$ cat src/hdl/regulator_mode_control_pkg.sv
// Constants, register map and encodings for the regulator mode control block.
// Assumes a single 250 MHz clock and a plain one-cycle strobe register port.
// Operation
// RL1: Buck run and standby modes load autoskip if sequenced, else off.
// RL2: Any buck mode change sets a sticky flag driving the low-active interrupt.
// RL3: Buck voltage stays fixed across run/standby; only mode fields enable it.
// RL4: Two-bit current-limit code selects buck peak current limit.
// RL5: Three-bit phase code selects shift in 45 degree steps.
// RL6: Phase codes ascend from 45 degrees; code 111 means 0 degrees.
// RL7: Phase resets to 0 degrees and stays writable afterwards.
// RL8: Strapped inductor code selects 1.0, 0.47 or 1.5 uH; 11 reserved.
// RL9: PFM to PWM change holds at least 10 us before completing.
// RL10: Each linear regulator has a run enable, sequenced-set else zero.
// RL11: Each linear regulator has a standby enable, sequenced-set else zero.
// RL12: Enable and switch-mode bit select off, regulate, or load switch.
// RL13: Four-bit code sets linear regulator output voltage per table.
// RL14: Run or standby voltage field applies according to present state.
// RL15: Default voltage code loads both run and standby fields at power up.
// RL16: Second regulator may take enable and voltage choice from pins.
// RL17: In load switch mode the enable opens and closes the switch.
package regulator_mode_control_pkg;

  localparam int            NUM_LINREG       = 4;
  localparam logic [7:0]    ADDR_BUCK_CTRL   = 8'h00;
  localparam logic [7:0]    ADDR_LINREG_EN   = 8'h04;
  localparam logic [7:0]    ADDR_LINREG_RUNV = 8'h08;
  localparam logic [7:0]    ADDR_LINREG_STBV = 8'h0C;
  localparam logic [7:0]    ADDR_IRQ_STATUS  = 8'h10;
  localparam logic [7:0]    ADDR_IRQ_MASK    = 8'h14;
  localparam logic [7:0]    ADDR_BUCK_STATUS = 8'h18;
  localparam logic [7:0]    ADDR_HW_CTRL     = 8'h1C;

  // Buck control fields
  localparam int            RUN_MODE_LSB     = 0;
  localparam int            STBY_MODE_LSB    = 2;
  localparam int            ILIM_LSB         = 4;
  localparam int            PHASE_LSB        = 6;
  // Linear enable register: run bits 3:0, standby bits 7:4
  localparam int            STBY_EN_LSB      = 4;

  localparam logic [1:0]    MODE_OFF         = 2'h0;
  localparam logic [1:0]    MODE_PWM         = 2'h1;
  localparam logic [1:0]    MODE_PFM         = 2'h2;
  localparam logic [1:0]    MODE_AUTOSKIP    = 2'h3;
  localparam logic [1:0]    ILIM_RESET       = 2'h0;
  localparam logic [2:0]    PHASE_ZERO_DEG   = 3'h7;
  localparam logic [1:0]    INDUCTOR_RSVD    = 2'h3;
  localparam logic [0:0]    MASK_RESET       = 1'h1;

  localparam int            CLK_MHZ          = 250;
  localparam int            PFM_PWM_US       = 10;
  localparam int            PFM_PWM_CYC      = PFM_PWM_US * CLK_MHZ;
  localparam int            CNT_W            = 12;

  typedef enum logic [1:0] {
    ST_RESET   = 2'b00,
    ST_RUN     = 2'b01,
    ST_STANDBY = 2'b10
  } power_state_e;

endpackage

$ cat src/hdl/regulator_mode_control.sv
// Control logic for one low-voltage buck and four linear regulators.
// Assumes straps stable from reset; pins asynchronous; one 250 MHz clock.
//
// The implementer's own choices: strobed register access and the address map.
`timescale 1ns/1ps
module regulator_mode_control (
  input  wire logic                                        ref_clk,
  input  wire logic                                        rst_n,
  input  wire logic [7:0]                                  reg_addr,
  input  wire logic [31:0]                                 reg_wdata,
  input  wire logic                                        reg_wr,
  input  wire logic                                        reg_rd,
  output logic      [31:0]                                 reg_rdata,
  input  wire logic                                        standby_req,
  input  wire logic                                        buck_in_sequence,
  input  wire logic [regulator_mode_control_pkg::NUM_LINREG-1:0] linreg_in_sequence,
  input  wire logic [1:0]                                  buck_inductor_sel,
  input  wire logic [regulator_mode_control_pkg::NUM_LINREG-1:0] linreg_switch_mode_cfg,
  input  wire logic [15:0]                                 linreg_default_voltage,
  input  wire logic                                        second_linreg_enable_pin,
  input  wire logic                                        volt_select_pin,
  output logic      [1:0]                                  buck_mode,
  output logic      [1:0]                                  buck_current_limit,
  output logic      [2:0]                                  buck_phase,
  output logic      [1:0]                                  buck_inductor,
  output logic                                             buck_transition_busy,
  output logic      [regulator_mode_control_pkg::NUM_LINREG-1:0] linreg_on,
  output logic      [regulator_mode_control_pkg::NUM_LINREG-1:0] linreg_pulldown,
  output logic      [regulator_mode_control_pkg::NUM_LINREG-1:0] linreg_switch_enable,
  output logic      [15:0]                                 linreg_voltage,
  output logic                                             irq_out_n
);
  import regulator_mode_control_pkg::*;

  power_state_e            state;
  logic [1:0]              buck_run_mode_sel;
  logic [1:0]              buck_standby_mode_sel;
  logic [1:0]              buck_current_limit_sel;
  logic [2:0]              buck_phase_sel;
  logic [NUM_LINREG-1:0]   linreg_run_enable;
  logic [NUM_LINREG-1:0]   linreg_standby_enable;
  logic [15:0]             linreg_run_voltage;
  logic [15:0]             linreg_standby_voltage;
  logic                    hw_ctrl;
  logic                    buck_mode_change_irq;
  logic                    irq_mask;
  logic [1:0]              mode_applied;
  logic [1:0]              mode_target;
  logic [CNT_W-1:0]        wait_cnt;
  logic [2:0]              pin_en_sync;
  logic [2:0]              pin_vs_sync;
  logic                    mode_change;
  logic                    wr_buck;
  logic                    wr_en;
  logic                    wr_runv;
  logic                    wr_stbv;
  logic                    wr_stat;
  logic                    wr_mask;
  logic                    wr_hw;
  logic [NUM_LINREG-1:0]   en_now;

  assign wr_buck = reg_wr && (reg_addr == ADDR_BUCK_CTRL);
  assign wr_en   = reg_wr && (reg_addr == ADDR_LINREG_EN);
  assign wr_runv = reg_wr && (reg_addr == ADDR_LINREG_RUNV);
  assign wr_stbv = reg_wr && (reg_addr == ADDR_LINREG_STBV);
  assign wr_stat = reg_wr && (reg_addr == ADDR_IRQ_STATUS);
  assign wr_mask = reg_wr && (reg_addr == ADDR_IRQ_MASK);
  assign wr_hw   = reg_wr && (reg_addr == ADDR_HW_CTRL);

  // Power state: leaves reset into run, then follows the standby request
  always_ff @(posedge ref_clk) begin
    if (!rst_n) begin
      state <= ST_RESET;
    end else begin
      unique case (state)
        ST_RESET:   state <= ST_RUN;
        ST_RUN:     state <= standby_req ? ST_STANDBY : ST_RUN;
        ST_STANDBY: state <= standby_req ? ST_STANDBY : ST_RUN;
        default:    state <= ST_RESET;
      endcase
    end
  end

  // Pin synchronisers for hardware control of the second regulator
  always_ff @(posedge ref_clk) begin
    if (!rst_n) begin
      pin_en_sync <= 3'h0;
      pin_vs_sync <= 3'h0;
    end else begin
      pin_en_sync <= {pin_en_sync[1:0], second_linreg_enable_pin};
      pin_vs_sync <= {pin_vs_sync[1:0], volt_select_pin};
    end
  end

  // Buck configuration fields
  always_ff @(posedge ref_clk) begin
    if (!rst_n) begin
      buck_run_mode_sel      <= MODE_OFF;
      buck_standby_mode_sel  <= MODE_OFF;
      buck_current_limit_sel <= ILIM_RESET;
      buck_phase_sel         <= PHASE_ZERO_DEG;                            // [RL7]
    end else if (state == ST_RESET) begin
      buck_run_mode_sel      <= buck_in_sequence ? MODE_AUTOSKIP : MODE_OFF; // [RL1]
      buck_standby_mode_sel  <= buck_in_sequence ? MODE_AUTOSKIP : MODE_OFF; // [RL1]
    end else if (wr_buck) begin
      buck_run_mode_sel      <= reg_wdata[RUN_MODE_LSB +: 2];
      buck_standby_mode_sel  <= reg_wdata[STBY_MODE_LSB +: 2];
      buck_current_limit_sel <= reg_wdata[ILIM_LSB +: 2];                  // [RL4]
      buck_phase_sel         <= reg_wdata[PHASE_LSB +: 3];                 // [RL5] [RL6]
    end
  end

  // Target mode follows state; voltage is untouched by state changes
  assign mode_target = (state == ST_STANDBY) ? buck_standby_mode_sel :
                       (state == ST_RUN)     ? buck_run_mode_sel : MODE_OFF; // [RL3]

  // Applied mode with PFM to PWM hold-off
  always_ff @(posedge ref_clk) begin
    if (!rst_n) begin
      mode_applied <= MODE_OFF;
      wait_cnt     <= '0;
    end else if (wait_cnt != '0) begin
      wait_cnt <= wait_cnt - 1'b1;
      if (wait_cnt == CNT_W'(1)) begin
        mode_applied <= MODE_PWM;                                          // [RL9]
      end
    end else if (mode_target != mode_applied) begin
      if (mode_applied == MODE_PFM && mode_target == MODE_PWM) begin
        wait_cnt <= CNT_W'(PFM_PWM_CYC);                                   // [RL9]
      end else begin
        mode_applied <= mode_target;
      end
    end
  end

  assign mode_change = (wait_cnt == '0) && (mode_target != mode_applied) &&
                       !(mode_applied == MODE_PFM && mode_target == MODE_PWM) ||
                       (wait_cnt == CNT_W'(1));

  // Interrupt status and mask; a new event wins over a clear
  always_ff @(posedge ref_clk) begin
    if (!rst_n) begin
      buck_mode_change_irq <= 1'b0;
    end else if (mode_change) begin
      buck_mode_change_irq <= 1'b1;                                        // [RL2]
    end else if (wr_stat && reg_wdata[0]) begin
      buck_mode_change_irq <= 1'b0;
    end
  end

  always_ff @(posedge ref_clk) begin
    if (!rst_n) begin
      irq_mask <= MASK_RESET;
      hw_ctrl  <= 1'b0;
    end else begin
      if (wr_mask) begin
        irq_mask <= reg_wdata[0];
      end
      if (wr_hw) begin
        hw_ctrl <= reg_wdata[0];
      end
    end
  end

  assign irq_out_n = !(buck_mode_change_irq && !irq_mask);                 // [RL2]

  // Linear regulator enables and voltage fields
  always_ff @(posedge ref_clk) begin
    if (!rst_n) begin
      linreg_run_enable     <= '0;                                         // [RL10]
      linreg_standby_enable <= '0;                                         // [RL11]
    end else if (state == ST_RESET) begin
      linreg_run_enable     <= linreg_in_sequence;                         // [RL10]
      linreg_standby_enable <= linreg_in_sequence;                         // [RL11]
    end else if (wr_en) begin
      linreg_run_enable     <= reg_wdata[NUM_LINREG-1:0];
      linreg_standby_enable <= reg_wdata[STBY_EN_LSB +: NUM_LINREG];
    end
  end

  always_ff @(posedge ref_clk) begin
    if (!rst_n) begin
      linreg_run_voltage     <= 16'h0000;
      linreg_standby_voltage <= 16'h0000;
    end else if (state == ST_RESET) begin
      linreg_run_voltage     <= linreg_default_voltage;                    // [RL15]
      linreg_standby_voltage <= linreg_default_voltage;                    // [RL15]
    end else begin
      if (wr_runv) begin
        linreg_run_voltage <= reg_wdata[15:0];                             // [RL13]
      end
      if (wr_stbv) begin
        linreg_standby_voltage <= reg_wdata[15:0];                         // [RL13]
      end
    end
  end

  // Per-regulator operation mode and voltage selection
  genvar gi;
  generate
    for (gi = 0; gi < NUM_LINREG; gi++) begin : g_linreg
      logic en_sw;
      logic vs_stby;
      if (gi == 1) begin : g_hw
        assign en_sw   = hw_ctrl ? pin_en_sync[2] :
                         (state == ST_STANDBY) ? linreg_standby_enable[gi] : linreg_run_enable[gi]; // [RL16]
        assign vs_stby = hw_ctrl ? pin_vs_sync[2] : (state == ST_STANDBY);                          // [RL16]
      end else begin : g_sw
        assign en_sw   = (state == ST_STANDBY) ? linreg_standby_enable[gi] : linreg_run_enable[gi]; // [RL14]
        assign vs_stby = (state == ST_STANDBY);
      end
      assign en_now[gi] = en_sw && (state != ST_RESET);
      always_ff @(posedge ref_clk) begin
        if (!rst_n) begin
          linreg_on[gi]            <= 1'b0;
          linreg_pulldown[gi]      <= 1'b1;
          linreg_switch_enable[gi] <= 1'b0;
          linreg_voltage[gi*4 +: 4] <= 4'h0;
        end else begin
          linreg_pulldown[gi]      <= !en_now[gi];                                            // [RL12]
          linreg_on[gi]            <= en_now[gi] && !linreg_switch_mode_cfg[gi];               // [RL12]
          linreg_switch_enable[gi] <= en_now[gi] && linreg_switch_mode_cfg[gi];                // [RL17]
          linreg_voltage[gi*4 +: 4] <= vs_stby ? linreg_standby_voltage[gi*4 +: 4]
                                               : linreg_run_voltage[gi*4 +: 4];                // [RL14]
        end
      end
    end
  endgenerate

  // Buck outputs
  always_ff @(posedge ref_clk) begin
    if (!rst_n) begin
      buck_mode            <= MODE_OFF;
      buck_current_limit   <= ILIM_RESET;
      buck_phase           <= PHASE_ZERO_DEG;
      buck_inductor        <= 2'h0;
      buck_transition_busy <= 1'b0;
    end else begin
      buck_mode            <= mode_applied;
      buck_current_limit   <= buck_current_limit_sel;                      // [RL4]
      buck_phase           <= buck_phase_sel;                              // [RL5]
      buck_inductor        <= (buck_inductor_sel == INDUCTOR_RSVD) ? 2'h0 : buck_inductor_sel; // [RL8]
      buck_transition_busy <= (wait_cnt != '0);
    end
  end

  // Register read port, data one cycle after the strobe
  always_ff @(posedge ref_clk) begin
    if (!rst_n) begin
      reg_rdata <= 32'h0000_0000;
    end else if (reg_rd) begin
      unique case (reg_addr)
        ADDR_BUCK_CTRL:   reg_rdata <= {23'h0, buck_phase_sel, buck_current_limit_sel,
                                        buck_standby_mode_sel, buck_run_mode_sel};
        ADDR_LINREG_EN:   reg_rdata <= {24'h0, linreg_standby_enable, linreg_run_enable};
        ADDR_LINREG_RUNV: reg_rdata <= {16'h0, linreg_run_voltage};
        ADDR_LINREG_STBV: reg_rdata <= {16'h0, linreg_standby_voltage};
        ADDR_IRQ_STATUS:  reg_rdata <= {31'h0, buck_mode_change_irq};
        ADDR_IRQ_MASK:    reg_rdata <= {31'h0, irq_mask};
        ADDR_BUCK_STATUS: reg_rdata <= {25'h0, (wait_cnt != '0), buck_inductor_sel, state, mode_applied};
        ADDR_HW_CTRL:     reg_rdata <= {31'h0, hw_ctrl};
        default:          reg_rdata <= 32'h0000_0000;
      endcase
    end else begin
      reg_rdata <= 32'h0000_0000;
    end
  end

endmodule

$ cat config.mk
export PLATFORM = sky130hd
export DESIGN_NAME = regulator_mode_control
export DESIGN_NICKNAME = d
export VERILOG_FILES = /design/src/hdl/regulator_mode_control_pkg.sv /design/src/hdl/regulator_mode_control.sv
export SDC_FILE = /design/constraint.sdc
export NUM_CORES = 1
export LEC_CHECK = 0
export BUFFER_PORTS_ARGS = -buffer_cell sky130_fd_sc_hd__buf_2
export CAP_MARGIN = 25
export CORE_MARGIN = 5
export CORE_UTILIZATION = 52
export CTS_CLUSTER_DIAMETER = 150
export DETAILED_ROUTE_END_ITERATION = 16
export GPL_TIMING_DRIVEN = 0
export PLACE_DENSITY = 0.79
export SLEW_MARGIN = 20
export SYNTH_ARGS = -nofsm -noshare
export SYNTH_HDL_FRONTEND = slang
export SYNTH_SLANG_ARGS = --single-unit
$ cat constraint.sdc
create_clock -name ref_clk -period 2.5 [get_ports ref_clk]
set_input_delay 0.125 -clock ref_clk [delete_from_list [all_inputs] [get_ports ref_clk]]
set_output_delay 0.125 -clock ref_clk [all_outputs]
set_load 0.01 [all_outputs]
# == Yosys cells after proc, flatten, opt, wreduce, memory -nomap -nowiden ==
# Index checks and enable logic that the tools add are counted.
# W data, S select, Z words.
# word_totals
reg_bits,144
word_cells,148
input_bits,74
# classes
n_eq_ne,16
addsub,1
n_bitwise,2
reduce_logical,54
n_mux,37
# ops
cell,count
$pmux W16 S8,1
$mux W16,4
$mux W12,3
$eq A8 B5 Y1 const B,4
$mux W4,8
$logic_and A1 B1 Y1,24
$mux W2,12
$eq A8 B4 Y1 const B,2
$reduce_bool A2 Y1,8
$eq A12 B1 Y1 const B,1
$logic_not A12 Y1,1
$reduce_bool A12 Y1,1
$sub A12 B1 Y12 const B,1
$logic_not A1 Y1,11
$eq A8 B3 Y1 const B,1
$logic_not A8 Y1,1
$mux W1,8
$eq A2 B2 Y1 const B,3
$reduce_and A2 Y1,3
$eq A2 B1 Y1 const B,2
$pmux W2 S2,1
$reduce_or A2 Y1,2
$reduce_and A3 Y1,1
$logic_not A2 Y1,1
5 further kinds,6

# == Logic depth before layout (Yosys ltp) ==
# logic_depth
word_depth,9
depth_mapped,9
depth_no_buf,7

# == Worst setup path before layout ==
# OpenSTA, ideal clock, no wires.
# synth_path
path_kind,register to register
start,register state[0]
end,register wait_cnt[7]
setup_time_ns,0.074
t_arrival_ns,1.805
slack_ns,0.620
path_stages_with_launch,10
period_less_slack_ns,1.880
path_cell_list,dfxtp_1 inv_1 ha_1 buf_2 nand4bb_1 a21oi_1 buf_2 o21ai_1 or3_1 a31oi_1
# synth_between
elab_chain_len,7
word_cells_on_any_way,10
cone_classes,eq/ne: 4; mux: 2; reduce/logical: 4
# synth_rtl
element,line_no,text
start: declaration,regulator_mode_control.sv:35,power_state_e state;
start signal: assignment,regulator_mode_control.sv:77,ST_RUN: state <= standby_req ? ST_STANDBY : ST_RUN;
start signal: assignment,regulator_mode_control.sv:78,ST_STANDBY: state <= standby_req ? ST_STANDBY : ST_RUN;
$eq A2 B1 Y1,regulator_mode_control.sv:115,(state == ST_RUN) ? buck_run_mode_sel : MODE_OFF;
$mux W2,regulator_mode_control.sv:115,
$mux W2 *,regulator_mode_control.sv:114,assign mode_target = (state == ST_STANDBY) ? buck_standby_mode_sel :
$eq A2 B1 Y1,regulator_mode_control.sv:128,if (mode_applied == MODE_PFM && mode_target == MODE_PWM) begin
$logic_and A1 B1 Y1,regulator_mode_control.sv:128,
$reduce_bool A2 Y1 (no line),--,
$reduce_and A2 Y1 (no line) *,--,
end signal: assignment,regulator_mode_control.sv:123,wait_cnt <= wait_cnt - 1'b1;
end signal: assignment,regulator_mode_control.sv:129,wait_cnt <= CNT_W'(PFM_PWM_CYC);
end: declaration,regulator_mode_control.sv:49,logic [CNT_W-1:0] wait_cnt;
# Mark *: on every way between the ends. The rest lies on a longest branch, timed or not.
# A chain may end at the register's enable or synchronous reset.

# == Worst setup path after layout ==
# layout_path
start,register state[0]
end,register linreg_run_enable[1]
# layout_between
elab_chain_len,2
word_cells_on_any_way,3
cone_classes,mux: 1; reduce/logical: 2
# layout_rtl
element,line_no,text
$logic_not A2 Y1 *,regulator_mode_control.sv:172,end else if (state == ST_RESET) begin
$mux W4 or $reduce_bool A2 Y1 (tied branches),--,
end signal: assignment,regulator_mode_control.sv:173,linreg_run_enable <= linreg_in_sequence;
end signal: assignment,regulator_mode_control.sv:176,linreg_run_enable <= reg_wdata[NUM_LINREG-1:0];
end: declaration,regulator_mode_control.sv:40,logic [NUM_LINREG-1:0] linreg_run_enable;
# Marks and branches as above.

==> out/results.txt <==
Worst Path Max Fanout - 10
ANT nets after route - 0
Area occupied by multi-input gates - 0.00256 sq mm
Die width - 112 microns
Design Power - 6.23 mW
Routed length per instance - 17.4 microns
Vias in the first global route - 4956
Share of the synthesized area in the top cell type - 47.8%
Synth cell types - 49
Final Cycle Share - 91.8%
Main flop type after synthesis - dfxtp_1
Cell area after synthesis - 0.00536 sq mm
CP required - 2.92 ns
Port buffer count - 112
First-pass GRT wire length - 25.4 mm
VDD IR max - 0.000559 V
Area growth syn-to-layout - 32.7%
Rows - 37
FF/Latch Area - 0.00256 sq mm
Post-synth EDFFs - 0
GR Util All Layers - 25.6%
Leakage power - 3.14 nW
Max Used Layer - met4
Layout cells sized above 1 - 25.2%
Synth top area cells - dfxtp_1, mux2i_1, nor2_1
CTS buffer count - 17
Starting density of the core - 52.6%
Worst slew pin tran - 0.918 ns
Final instance area - 0.00711 sq mm
Fill count - 757
Sink Count - 128
Post-CTS Setup Bufs - 0
Worst slack at placement - 0.382 ns
Final Skew - 0.00870 ns
DP HPWL - 10.9 mm
Tmin final - 2.30 ns
Die area - 0.0124 sq mm
Post-place instance area - 0.00614 sq mm
Pwr dens - 876 mW/mm^2
Sequential area share after synthesis - 47.8%
Final #Nets - 825
Cells after Synth - 560
WS Path Type - register to register
Net Sw Frac - 31.8%
Final WL - 15.5 mm
Synth area leader - dfxtp_1
Relative slew slack - 38.4%
Grt ovf - 0
Hold slack - 0.00567 ns
First-pass DRT Iterations - 5
Status - finished clean
DRC Markers - 0
CP Capture Type - register
CTS clk-pin slew, worst paths - 0.06 ns
Async set-reset flop share out of synthesis - 0%
Final setup viols - 0
Core Area - 0.0102 sq mm
Wl on met1 - 6.12 mm
CTS tree - built
Fmax - 0.436 GHz
Net Sw Power - 1.98 mW
Via count - 4955
Worst path arrival time - 2.71 ns
Met3 wire length - 1.51 mm
Clock share of power - 38.0%
ANT cells - 0
Avg Inst Size Synth - 9.57 sq um
Internal - 4.25 mW
Hold Crit Class - input port to register
Vias per std cell - 5.54
Final worst-path setup slack - 0.204 ns
Seq cells post-synth - 128
Flop pwr share - 39.8%
Most frequent cells in the layout - dfxtp_1, buf_2, nor2_1, mux2i_1, dlygate4sd3_1
Met2 Routed Length - 7.46 mm
CTS root buf - clkbuf_8
Antenna violations before repair - 0
Comb pwr share - 22.3%
I/O Pins - 145
Iteration-0 DRC Markers - 396
DIE HEIGHT - 112 microns
RSZ-0062 raised after global routing - false
Hold Vio Cnt, Final - 0
Gpl congestion - 0.936
H-tree level count - 4
YS warnings - 0
Largest net degree at the start of global routing - 17
CP startpoint kind - register
Worst-Skew Late Latency - 0.53 ns
Max-Cap Viols - 0
Commonest non-fill, non-tap cell in the layout - dfxtp_1
Setup_tns - 0 ns
Max Buffers Root-to-Sink - 2
Slew Viols, Final - 0
[kinds of logic (layout without fill, tap and decap cells)]
family / count (synthesis) / in the layout / synth area share, %
muxes: 59 / 59 / 12.5
other: 1 / 16 / 0.0700
DFF: 128 / 128 / 47.8
adders and majority gates: 6 / 6 / 1.40
xor gates and xnor gates: 9 / 9 / 1.47
buffers and inverters: 57 / 240 / 5.46
and+or+nand+nor: 190 / 190 / 17.4
AOI/OAI and AO/OA: 110 / 110 / 13.8
[repair_timing]
item	in CTS	in global routing
endpoints found under the hold margin	48	0
endpoints found under the setup margin	0	1
resized for setup	0	2
hold buffers	39	0
[synth_stat cells (all sizes together), types with 2 or more instances]
master  instances
a211oi         37
a21boi          2
a21oi          23
a22oi          15
a31oi           3
and2           13
and3            6
buf            30
clkbuf         19
dfxtp         128
ha              6
inv             8
mux2            5
mux2i          48
mux4            6
nand2          23
nand2b          8
nand3           8
nand3b          2
nand4           6
nor2           93
nor2b           7
nor3           11
nor3b           3
nor4            2
o211ai          5
o21ai          18
o31ai           2
or3             2
or4             2
xnor2           3
xor2            6
[state kept, by name (all words and copies together) (netlist names), 4 cells and up]
| name | flops |
|---|---|
| linreg_run_enable | 4 |
| linreg_on | 4 |
| linreg_standby_voltage | 16 |
| linreg_switch_enable | 4 |
| linreg_voltage | 16 |
| linreg_standby_enable | 4 |
| linreg_run_voltage | 16 |
| reg_rdata | 16 |
| linreg_pulldown | 4 |
| wait_cnt | 12 |
[critical path, stage by stage (launching register included)]
cell	delay, ns
dfxtp_1	0.35
inv_1	0.10
ha_1	0.14
buf_2	0.28
inv_1	0.19
clkbuf_2	0.23
o21ai_0	0.28
a21oi_1	0.06
dlygate4sd3_1	0.55
[worst paths after layout]
path,start,endpoint,slack [ns],cells after the start
setup reg to reg,state[0],linreg_run_enable[1],0.20,8
hold reg to reg,pin_vs_sync[0],pin_vs_sync[1],0.44,1
setup / recovery,state[0],linreg_run_enable[1],0.20,8
hold / removal,linreg_default_voltage[15],linreg_run_voltage[15],0.006,3
[metrics by stage]
stage / std cells / utilization, %
after floorplan: 575 / -
after global placement: 823 / 60.3
after detailed placement: 823 / 60.3
after CTS: 894 / 69.8
after global routing: 894 / 69.8
final: 894 / 69.8
[routing by layer]
layer	up-vias	GRT usage, %
met5	-	0
met4	0	10.4
met3	47	8.80
met2	285	42.0
met1	2298	30.9
li1	2325	-
[area by class of cell]
cell class	instances	area share (%)
sequential	128	36.0
multi-input combinational	390	36.0
timing repair buffer	151	13.4
clock buffer	18	6.02
buffer	49	3.71
tap	136	2.39
clock inverter	14	2.04
inverter	8	0.422
[power groups by stage]
stage,sequential (mW),combinational (mW),clock [mW]
final,2.48,1.39,2.37
after global routing,2.50,1.53,2.49
after CTS,2.47,1.37,2.38
after detailed placement,2.51,1.30,0
after global placement,2.49,1.25,0
after floorplan,2.48,0.940,0
(Power assumes the default switching activity.)
